$ cat src/common/cfgwd_defs.vh
// Function
// (RQ1) Configuration registers are write only; no readback path exists.
// (RQ2) Host sends only the needed data bytes, never padding to eight.
// (RQ3) Same address map and fields for every host link.
// (RQ4) First byte selects register; data byte count fixed per register.
// (RQ5) Start, stop, step frequencies are 40-bit hertz values from five bytes.
// (RQ6) Host sends address first, then data most significant byte first.
// (RQ7) Mode register bit 1 picks channel, bit 0 picks tone or sweep.
// (RQ8) Reinit 0x01 restores stored defaults; 0x00 resets keeping configuration.
// (RQ9) Sweep config bit 5 set rewinds to start after cycles complete.
// (RQ10) Unknown command bytes and their data are ignored, registers unchanged.
`ifndef CFGWD_DEFS_VH
`define CFGWD_DEFS_VH

// ------------------------------------------------------------
// Register addresses
// ------------------------------------------------------------
`define CFGWD_ADDR_REINIT     8'h01
`define CFGWD_ADDR_LED        8'h02
`define CFGWD_ADDR_MODE       8'h05
`define CFGWD_ADDR_SWEEPCFG   8'h06
`define CFGWD_ADDR_START      8'h07
`define CFGWD_ADDR_STOP       8'h08
`define CFGWD_ADDR_STEP       8'h09
`define CFGWD_ADDR_HOLD       8'h0a
`define CFGWD_ADDR_REPEAT     8'h0b
`define CFGWD_ADDR_POINTS     8'h0c

// ------------------------------------------------------------
// Data byte counts
// ------------------------------------------------------------
`define CFGWD_LEN_CTRL        3'h1
`define CFGWD_LEN_FREQ        3'h5
`define CFGWD_LEN_WORD        3'h4
`define CFGWD_LEN_POINTS      3'h2
`define CFGWD_LEN_UNKNOWN     3'h0

// ------------------------------------------------------------
// Field positions and values
// ------------------------------------------------------------
`define CFGWD_MODE_SWEEP_BIT  0
`define CFGWD_MODE_CHAN_BIT   1
`define CFGWD_REWIND_BIT      5
`define CFGWD_LED_BIT         0
`define CFGWD_REINIT_DEFAULT  8'h01
`define CFGWD_REINIT_KEEP     8'h00

// ------------------------------------------------------------
// Reset values
// ------------------------------------------------------------
`define CFGWD_RST_BYTE        8'h00
`define CFGWD_RST_FREQ        40'h00_0000_0000
`define CFGWD_RST_WORD        32'h0000_0000
`define CFGWD_RST_POINTS      16'h0000

`endif

$ cat src/logic/cfgwd_decoder.v
`include "cfgwd_defs.vh"
`default_nettype none

module cfgwd_decoder (
  // Clock, reset, enable
  input  wire        clk,
  input  wire        sys_rst,
  input  wire        clkEn,
  // Byte stream from link front end (same clock)
  input  wire        byteValid,
  input  wire [7:0]  byteData,
  input  wire        frameStart,
  // Re-initialise requests
  output reg         reinitDefaultPulse,
  output reg         reinitKeepPulse,
  // Decoded configuration
  output reg         activityLedOn,
  output reg         ch1SweepMode,
  output reg         ch2SweepMode,
  output reg  [7:0]  sweepBehaviourCfg,
  output reg         rewindAfterCycles,
  output reg  [39:0] sweepStartHz,
  output reg  [39:0] sweepStopHz,
  output reg  [39:0] sweepIncrementHz,
  output reg  [31:0] pointHoldTime,
  output reg  [31:0] sweepRepeatCount,
  output reg  [15:0] tablePointCount,
  output reg         writeDonePulse
);

  // ----------------------------------------------------------
  // Parser state
  // ----------------------------------------------------------
  // Waiting for a command byte, or collecting its data bytes
  localparam [0:0] ST_CMD  = 1'b0;
  localparam [0:0] ST_DATA = 1'b1;

  // Parser registers and their next values
  reg  [0:0]  state_reg;
  reg  [0:0]  state_next;
  reg  [7:0]  cmd_reg;
  reg  [7:0]  cmd_next;
  reg  [2:0]  left_reg;
  reg  [2:0]  left_next;
  reg  [39:0] shift_reg;
  reg  [39:0] shift_next;
  // Data byte count owed by the byte now seen as a command
  reg  [2:0]  len;

  // ----------------------------------------------------------
  // Byte classification
  // ----------------------------------------------------------
  // Nothing is taken while the enable is low
  wire        byteTaken = clkEn & byteValid;
  // Frame mark forces resync; an idle parser takes any byte as command
  wire        cmdByte   = byteTaken & (frameStart | (state_reg == ST_CMD));
  // Any other taken byte belongs to the write in progress
  wire        dataByte  = byteTaken & ~cmdByte;
  // Final data byte; unknown commands never reach a count of one
  wire        lastByte  = dataByte & (left_reg == 3'h1);

  // ----------------------------------------------------------
  // Register commit strobes
  // ----------------------------------------------------------
  // One strobe per register, raised with its final data byte
  wire        hitReinit = lastByte & (cmd_reg == `CFGWD_ADDR_REINIT);
  wire        hitLed    = lastByte & (cmd_reg == `CFGWD_ADDR_LED);
  wire        hitMode   = lastByte & (cmd_reg == `CFGWD_ADDR_MODE);
  wire        hitCfg    = lastByte & (cmd_reg == `CFGWD_ADDR_SWEEPCFG);
  wire        hitStart  = lastByte & (cmd_reg == `CFGWD_ADDR_START);
  wire        hitStop   = lastByte & (cmd_reg == `CFGWD_ADDR_STOP);
  wire        hitStep   = lastByte & (cmd_reg == `CFGWD_ADDR_STEP);
  wire        hitHold   = lastByte & (cmd_reg == `CFGWD_ADDR_HOLD);
  wire        hitRepeat = lastByte & (cmd_reg == `CFGWD_ADDR_REPEAT);
  wire        hitPoints = lastByte & (cmd_reg == `CFGWD_ADDR_POINTS);
  // Any strobe at all: a known register completes its write
  wire        hitAny    = hitReinit | hitLed | hitMode | hitCfg | hitStart | hitStop |
                          hitStep | hitHold | hitRepeat | hitPoints;

  // ----------------------------------------------------------
  // Command length decode
  // ----------------------------------------------------------
  // One table serves every host link, so the map cannot drift
  always @* begin
    case (byteData)  // [RQ4] [RQ3]
      `CFGWD_ADDR_REINIT, `CFGWD_ADDR_LED,
      `CFGWD_ADDR_MODE, `CFGWD_ADDR_SWEEPCFG:        len = `CFGWD_LEN_CTRL;
      `CFGWD_ADDR_START, `CFGWD_ADDR_STOP,
      `CFGWD_ADDR_STEP:                              len = `CFGWD_LEN_FREQ;
      `CFGWD_ADDR_HOLD, `CFGWD_ADDR_REPEAT:          len = `CFGWD_LEN_WORD;
      `CFGWD_ADDR_POINTS:                            len = `CFGWD_LEN_POINTS;
      default:                                       len = `CFGWD_LEN_UNKNOWN; // [RQ10]
    endcase
  end

  // ----------------------------------------------------------
  // Parser next state
  // ----------------------------------------------------------
  // Hold by default; a command byte restarts, a data byte shifts in
  always @* begin
    state_next = state_reg;
    cmd_next   = cmd_reg;
    left_next  = left_reg;
    shift_next = shift_reg;
    if (cmdByte) begin
      // A frame mark abandons any partial write
      state_next = ST_DATA;
      cmd_next   = byteData;                        // [RQ4]
      left_next  = len;
      shift_next = `CFGWD_RST_FREQ;
    end else if (dataByte) begin
      // Older bytes move up, so the last one lands in bits 7:0
      shift_next = {shift_reg[31:0], byteData};     // [RQ6] [RQ5]
      case (left_reg)
        3'h0: begin
          // Unknown command: swallow until the next frame mark
          left_next = 3'h0;                         // [RQ10]
        end
        3'h1: begin
          left_next  = 3'h0;
          state_next = ST_CMD;
        end
        default: begin
          left_next = left_reg - 3'h1;
        end
      endcase
    end
  end

  // ----------------------------------------------------------
  // Parser registers
  // ----------------------------------------------------------
  // Enable low freezes the parser in mid-write
  always @(posedge clk) begin
    if (sys_rst) begin
      state_reg <= ST_CMD;
      cmd_reg   <= `CFGWD_RST_BYTE;
      left_reg  <= 3'h0;
      shift_reg <= `CFGWD_RST_FREQ;
    end else if (clkEn) begin
      state_reg <= state_next;
      cmd_reg   <= cmd_next;
      left_reg  <= left_next;
      shift_reg <= shift_next;
    end
  end

  // ----------------------------------------------------------
  // Request pulses
  // ----------------------------------------------------------
  // One-cycle pulses, cleared on the next enabled edge
  always @(posedge clk) begin
    if (sys_rst) begin
      reinitDefaultPulse <= 1'b0;
      reinitKeepPulse    <= 1'b0;
      writeDonePulse     <= 1'b0;
    end else if (clkEn) begin
      // Other reinit values complete the write but request nothing
      reinitDefaultPulse <= hitReinit & (byteData == `CFGWD_REINIT_DEFAULT); // [RQ8]
      reinitKeepPulse    <= hitReinit & (byteData == `CFGWD_REINIT_KEEP);    // [RQ8]
      writeDonePulse     <= hitAny;                                           // [RQ4]
    end
  end

  // ----------------------------------------------------------
  // Control registers
  // ----------------------------------------------------------
  // One-byte registers take the final byte directly
  always @(posedge clk) begin
    if (sys_rst) begin
      activityLedOn     <= 1'b0;
      ch1SweepMode      <= 1'b0;
      ch2SweepMode      <= 1'b0;
      sweepBehaviourCfg <= `CFGWD_RST_BYTE;
      rewindAfterCycles <= 1'b0;
    end else if (clkEn) begin
      if (hitLed) begin
        activityLedOn <= byteData[`CFGWD_LED_BIT];
      end
      // Channel bit steers the tone/sweep bit to one channel only
      if (hitMode && byteData[`CFGWD_MODE_CHAN_BIT]) begin   // [RQ7]
        ch2SweepMode <= byteData[`CFGWD_MODE_SWEEP_BIT];
      end
      if (hitMode && !byteData[`CFGWD_MODE_CHAN_BIT]) begin  // [RQ7]
        ch1SweepMode <= byteData[`CFGWD_MODE_SWEEP_BIT];
      end
      if (hitCfg) begin
        sweepBehaviourCfg <= byteData;
        rewindAfterCycles <= byteData[`CFGWD_REWIND_BIT];    // [RQ9]
      end
    end
  end

  // ----------------------------------------------------------
  // Frequency words
  // ----------------------------------------------------------
  // Full 40-bit assembly including the byte now arriving
  always @(posedge clk) begin
    if (sys_rst) begin
      sweepStartHz     <= `CFGWD_RST_FREQ;
      sweepStopHz      <= `CFGWD_RST_FREQ;
      sweepIncrementHz <= `CFGWD_RST_FREQ;
    end else if (clkEn) begin
      if (hitStart) begin
        sweepStartHz <= shift_next;                          // [RQ5]
      end
      if (hitStop) begin
        sweepStopHz <= shift_next;                           // [RQ5]
      end
      if (hitStep) begin
        sweepIncrementHz <= shift_next;                      // [RQ5]
      end
    end
  end

  // ----------------------------------------------------------
  // Timing and count words
  // ----------------------------------------------------------
  // Shorter words keep only the low bytes of the assembly
  always @(posedge clk) begin
    if (sys_rst) begin
      pointHoldTime    <= `CFGWD_RST_WORD;
      sweepRepeatCount <= `CFGWD_RST_WORD;
      tablePointCount  <= `CFGWD_RST_POINTS;
    end else if (clkEn) begin
      if (hitHold) begin
        pointHoldTime <= shift_next[31:0];                   // [RQ4]
      end
      if (hitRepeat) begin
        sweepRepeatCount <= shift_next[31:0];                // [RQ4]
      end
      if (hitPoints) begin
        tablePointCount <= shift_next[15:0];                 // [RQ4]
      end
    end
  end

  // Registers are outputs only; no readback path exists [RQ1]

endmodule // cfgwd_decoder
`default_nettype wire
$ cat config.mk
export PLATFORM = sky130hd
export DESIGN_NAME = cfgwd_decoder
export DESIGN_NICKNAME = d
export VERILOG_FILES = /design/src/logic/cfgwd_decoder.v
export VERILOG_INCLUDE_DIRS = /design/src /design/src/common
export SDC_FILE = /design/constraint.sdc
export NUM_CORES = 1
export LEC_CHECK = 0
export BUFFER_PORTS_ARGS = -buffer_cell sky130_fd_sc_hd__buf_2
export CAP_MARGIN = 20
export CORE_MARGIN = 1.5
export CORE_UTILIZATION = 30
export DETAILED_ROUTE_END_ITERATION = 10
export PLACE_DENSITY = 0.45
export REMOVE_ABC_BUFFERS = 1
export SLEW_MARGIN = 40
export SYNTH_ARGS = -nofsm -noshare
export SYNTH_HDL_FRONTEND = slang
export SYNTH_SLANG_ARGS = --single-unit
$ cat constraint.sdc
create_clock -name clk -period 2.93 [get_ports clk]
set_input_delay 0.1465 -clock clk [delete_from_list [all_inputs] [get_ports clk]]
set_output_delay 0.1465 -clock clk [all_outputs]
set_load 0.01 [all_outputs]
==> flow_metrics.tcl, run 1 <==
set metrics [dict create \
    status "finished clean" \
    layout.nets 1435 \
    nFillCells 3528 \
    required_ns 3.40 \
    htree_levels 1 \
    post_cts_resized 0 \
    start_util_pct 30.75 \
    finalSetupTns_ns 0 \
    end_kind "flop" \
    critical_path_arrival_ns 2.72 \
    grt_first_pass_wirelength_um 52520 \
    drt-initial-drc-count 548 \
    cts_tree "built" \
    first_pass_iters 6 \
    finalCritPeriodShare_pct 76.87 \
    seq_area_frac_synth_pct 51.26 \
    clk-insertion-delay-late_ns 0.56 \
    final_common_cell "nand2_1" \
    dp.cells 1823 \
    timing.fmax_mhz 444.0 \
    post_cts_buffers 0 \
    grtUsageTotal_pct 18.60 \
    rsz0062_at_grt "false" \
    diodes 0 \
    synthArstFlopShare_pct 0 \
    setup_viol 0 \
    antenna_found_initial 0 \
    cts_buffers 31 \
    cp-startpoint "left_reg[1]" \
    layout-drive-gt1-share_pct 23.21 \
    ctsLongestPathBuffers 3 \
    final_cells 1887 \
    maxCapViolCount 0 \
    dieWidth_um 189.1 \
    min_path_cells 3 \
    grt_pass1_vias 8773 \
    rows 67 \
    synth.avg_cell_area_um2 8.446 \
    grt-ovfl-total 0 \
    relSlewSlack_pct 44.51 \
    fin_ws_ns 0.6776 \
    critPathKind "flop to flop" \
    root_buffer "clkbuf_16" \
    syn-instance-count 1230 \
    port_buffers 227 \
    worstHoldStart "clkEn" \
    dieArea_um2 35760 \
    drc_errors 0 \
    gp_congestion 0.7534 \
    timing.rr.start "left_reg[1]" \
    layout_common_cells "nand2_1 (341), dfxtp_1 (266), buf_2 (226)" \
    slew_viol_final 0 \
    drtAntennaViolNets 0 \
    r2r_cells 7 \
    synth_ff_type "dfxtp_1" \
    syn-cell-area_um2 10390 \
    worstSetupStartpointType "flop" \
    die_y_um 189.1 \
    clkSinkCount 266 \
    worst_pin_slew_ns 0.8324 \
    synth_seq_cells 266 \
    hold_path_class "input port to flop" \
    dpl.hpwl_um 22050 \
    hold_viol 0 \
    postRouteWirelength_um 34390 \
    num_io_pins 228 \
    ys_warn_count 0 \
    synthDistinctLibCells 51 \
    clkSlewWorstSetupHoldPaths_ns 0.06 \
    cp_max_fo 25 \
    dpl_cell_area_um2 11810 \
    via_per_inst 4.907 \
    synth_edf_count 0 \
    timing.final.crit_period_ns 2.252 \
    ir_worst_vdd_uv 420.5 \
    wl_per_cell_um 18.23 \
    leakage_nw 5.084 \
    finish.instance_area_um2 12950 \
    hold_ws_ns 0.07334 \
    timing.reg2reg.setup_slack_ns 0.68 \
    finClkSkew_ns 0.007407 \
    synthToLayoutAreaGrowth_pct 24.63 \
    post-place-ws_ns 0.6926 \
    powerDensity_nw_per_um2 617.4 \
    grt_max_degree 132 \
    core_area_um2 33780 \
    num_vias 9259 \
]
## cell usage after synthesis, types with 5 or more instances
library cell,count,share of area (%)
nand2_1,342,12
dfxtp_1,266,51
a21oi_1,171,8.2
nor2_1,92,3.3
clkbuf_1,66,2.4
a211oi_1,51,3.7
a22o_1,39,3.3
a22oi_1,34,2.5
buf_2,25,1.2
nor3_1,19,0.92
mux2i_1,11,1.1
nor2b_1,11,0.66
a211oi_2,10,1.2
buf_4,7,0.51
inv_1,7,0.25
ha_1,6,0.72
nand2b_1,6,0.36
nand4_1,6,0.36
and4_1,5,0.42
clkbuf_8,5,0.66
## power by group
| part | leakage [nW] | total [mW] | switching [mW] | internal [mW] |
|---|---|---|---|---|
| Combinational | 2.41 | 0.318 | 0.218 | 0.0996 |
| Clock | 0.524 | 3.99 | 1.54 | 2.45 |
| Sequential | 2.15 | 3.69 | 0.0383 | 3.65 |
| Total | 5.08 | 7.99 | 1.80 | 6.19 |
## metal layers
layer,track usage [%],up-vias,part of all wire [%]
met2,29.21,242,45
li1,-,4592,-
met4,4.853,0,2.0
met1,26.41,4383,48
met5,0,-,0
met3,3.021,42,4.7
## critical path, cell delays in order (launching register included)
cell,delay (ns)
dfxtp_1,0.31
inv_1,0.09
ha_1,0.21
nor2b_1,0.42
and4_2,0.65
buf_12,0.25
nand2_1,0.08
a21oi_1,0.15
## area by class of cell
type                    instances  area (um2)  area share [%]
inverters                       7       26.28          0.2029
well taps                     448       560.5           4.329
repair buffers                263        1485           11.47
flip-flops and latches        266        5325           41.13
clock inverters                 9       126.4          0.9760
clock buffers                  47       935.9           7.228
multi-input cells             847        4488           34.66
## logic make-up after synthesis
kind of cell    synth area share (%)
compound gates                 20.17
fa+ha+maj                     0.7226
simple gates                   21.08
flops                          51.26
buf+inv                        5.709
mux                            1.060
## metrics by stage
step / util, % / power [mW]
floorplan: - / 3.904
global placement: 34.94 / 4.073
detailed placement: 34.94 / 4.076
CTS: 38.32 / 8.104
global route: 38.32 / 8.302
finish: 38.32 / 7.993
## path summary, 6_finish.rpt
path	end
max reg2reg	sweepStopHz[38]
max	sweepStopHz[38]
min	shift_reg[8]
min reg2reg	pointHoldTime[22]
## timing repair
action                                  4_1_cts  5_1_grt
hold buffers                                  8        0
endpoints found under the setup margin        0        0
hold endpoints to repair                     19        0
Power figures use the tool's default switching activity.
==> inputs of run 2 (changes only) <==
- clock period: 2.93 -> 2.3 ns (I/O delays scaled with it)
==> flow_metrics.tcl, run 2 (same netlist as run 1, synthesis figures left out) <==
set metrics [dict create \
    worstHoldStart "byteValid" \
    grtUsageTotal_pct 18.77 \
    wl_met2_um 15500 \
    clk-insertion-delay-late_ns 0.56 \
    min_path_cells 3 \
    die_y_um 189.1 \
    timing.fmax_mhz 482.8 \
    setup_viol 0 \
    met3WireLength_um 1732 \
    leakage_nw 5.201 \
    timing.reg2reg.setup_slack_ns 0.23 \
    fin_ws_ns 0.2287 \
    highest_layer "met4" \
    wl_per_cell_um 18.11 \
    post_cts_buffers 0 \
    worstReg2RegEnd "sweepIncrementHz[2]" \
    post-place-ws_ns 0.2683 \
    grt_max_degree 148 \
    rows 67 \
    status "finished clean" \
    critical_path_arrival_ns 2.54 \
    hold_path_class "input port to flop" \
    diodes 0 \
    first_pass_iters 4 \
    postRouteWirelength_um 34370 \
    finalPower_mw 10.77 \
    met1_length_um 16590 \
    relSlewSlack_pct 48.38 \
    layout-drive-gt1-share_pct 24.07 \
    powerDensity_nw_per_um2 817.7 \
    num_vias 9290 \
    rsz0062_at_grt "false" \
    worstSetupStartpointType "flop" \
    clkSlewWorstSetupHoldPaths_ns 0.06 \
    grt_pass1_vias 8790 \
    ctsLongestPathBuffers 3 \
    num_io_pins 228 \
    via_per_inst 4.895 \
    synthToLayoutAreaGrowth_pct 26.81 \
    timing.final.crit_period_ns 2.071 \
    timing.rr.start "cmd_reg[3]" \
    clkSinkCount 266 \
    r2r_cells 5 \
    final_cells 1898 \
    multi_input_area_um2 4488 \
    finClkSkew_ns 0.01468 \
    drtAntennaViolNets 0 \
    cts_tree "built" \
    grt-ovfl-total 0 \
    finalCritPeriodShare_pct 90.06 \
    holdPathEnd "left_reg[0]" \
    layout_common_cells "nand2_1 (341), dfxtp_1 (266), buf_2 (226)" \
    htree_levels 1 \
    worst_pin_slew_ns 0.7742 \
    root_buffer "clkbuf_16" \
    final_common_cell "nand2_1" \
    end_kind "flop" \
    dieArea_um2 35760 \
    ir_worst_vdd_uv 563.2 \
    start_util_pct 30.75 \
    drc_errors 0 \
    slew_viol_final 0 \
    required_ns 2.77 \
    dp.cells 1830 \
    antenna_found_initial 0 \
    dieWidth_um 189.1 \
    post_cts_resized 0 \
    cp_max_fo 23 \
    layout.nets 1444 \
    port_buffers 227 \
    cts_buffers 31 \
    maxCapViolCount 0 \
    hold_ws_ns 0.1170 \
    grt_first_pass_wirelength_um 52790 \
    nFillCells 3507 \
    dpl.hpwl_um 22170 \
    regArea_um2 5325 \
    core_area_um2 33780 \
    critPathKind "flop to flop" \
    gp_congestion 0.7655 \
    drt-initial-drc-count 596 \
    final_core_util_pct 38.99 \
    hold_viol 0 \
]
[run 2: changes by cell type in the layout (fill, tap and decap cells not counted), moves of 2 or more]
cell,previous run,this run
clkinv_2,4,8
dlygate4sd3_1,8,10
clkinv_4,0,2
clkbuf_8,11,5
buf_12,4,6
buf_4,24,29
bufinv_16,3,9
clkbuf_1,6,0
[run 2: routing by layer]
metal / global-route usage (%) / up-vias
li1: - / 4612
met5: 0 / -
met2: 29.99 / 241
met3: 3.281 / 38
met1: 26.67 / 4399
met4: 3.358 / 0
[run 2: what timing repair did]
action	4_1_cts	5_1_grt
setup endpoints to repair	0	0
hold endpoints to repair	22	0
hold buffers	10	0
[run 2: worst max path at each step]
stage                     depth (start not counted)                  end        from
after floorplan                                   4  sweepIncrementHz[0]   state_reg
after global placement                            5  tablePointCount[12]  cmd_reg[2]
after detailed placement                          5  sweepIncrementHz[3]  cmd_reg[3]
after CTS                                         5   tablePointCount[1]  cmd_reg[2]
after global routing                              5  sweepIncrementHz[3]  cmd_reg[3]
final                                             5  sweepIncrementHz[2]  cmd_reg[3]
[run 2: cell type report]
type                       count  area share, %
tap                          448          4.255
clock inverter                23          2.735
inverter                       7         0.1994
clock buffer                  35          6.306
sequential                   266          40.42
timing repair buffer         272          12.01
multi-input combinational    847          34.07
[run 2: critical path, stage by stage (launching register included)]
cell and delay (ns):
dfxtp_1 0.62, nor4bb_1 0.46, and4_2 0.31, buf_4 0.35, nand2_1 0.09, a21oi_1 0.15
[run 2: power breakdown]
part | internal [mW] | switching, mW | leakage (nW)
Clock | 3.61 | 2.06 | 0.587
Combinational | 0.136 | 0.277 | 2.47
Sequential | 4.64 | 0.0488 | 2.15
Total | 8.39 | 2.38 | 5.20
[run 2: stage by stage]
stage | setup TNS (ns) | area (um2)
floorplan | -290.61 | 9822
detailed placement | 0 | 11880
global placement | 0 | 11880
finish | 0 | 13170
CTS | 0 | 13170
global route | 0 | 13170
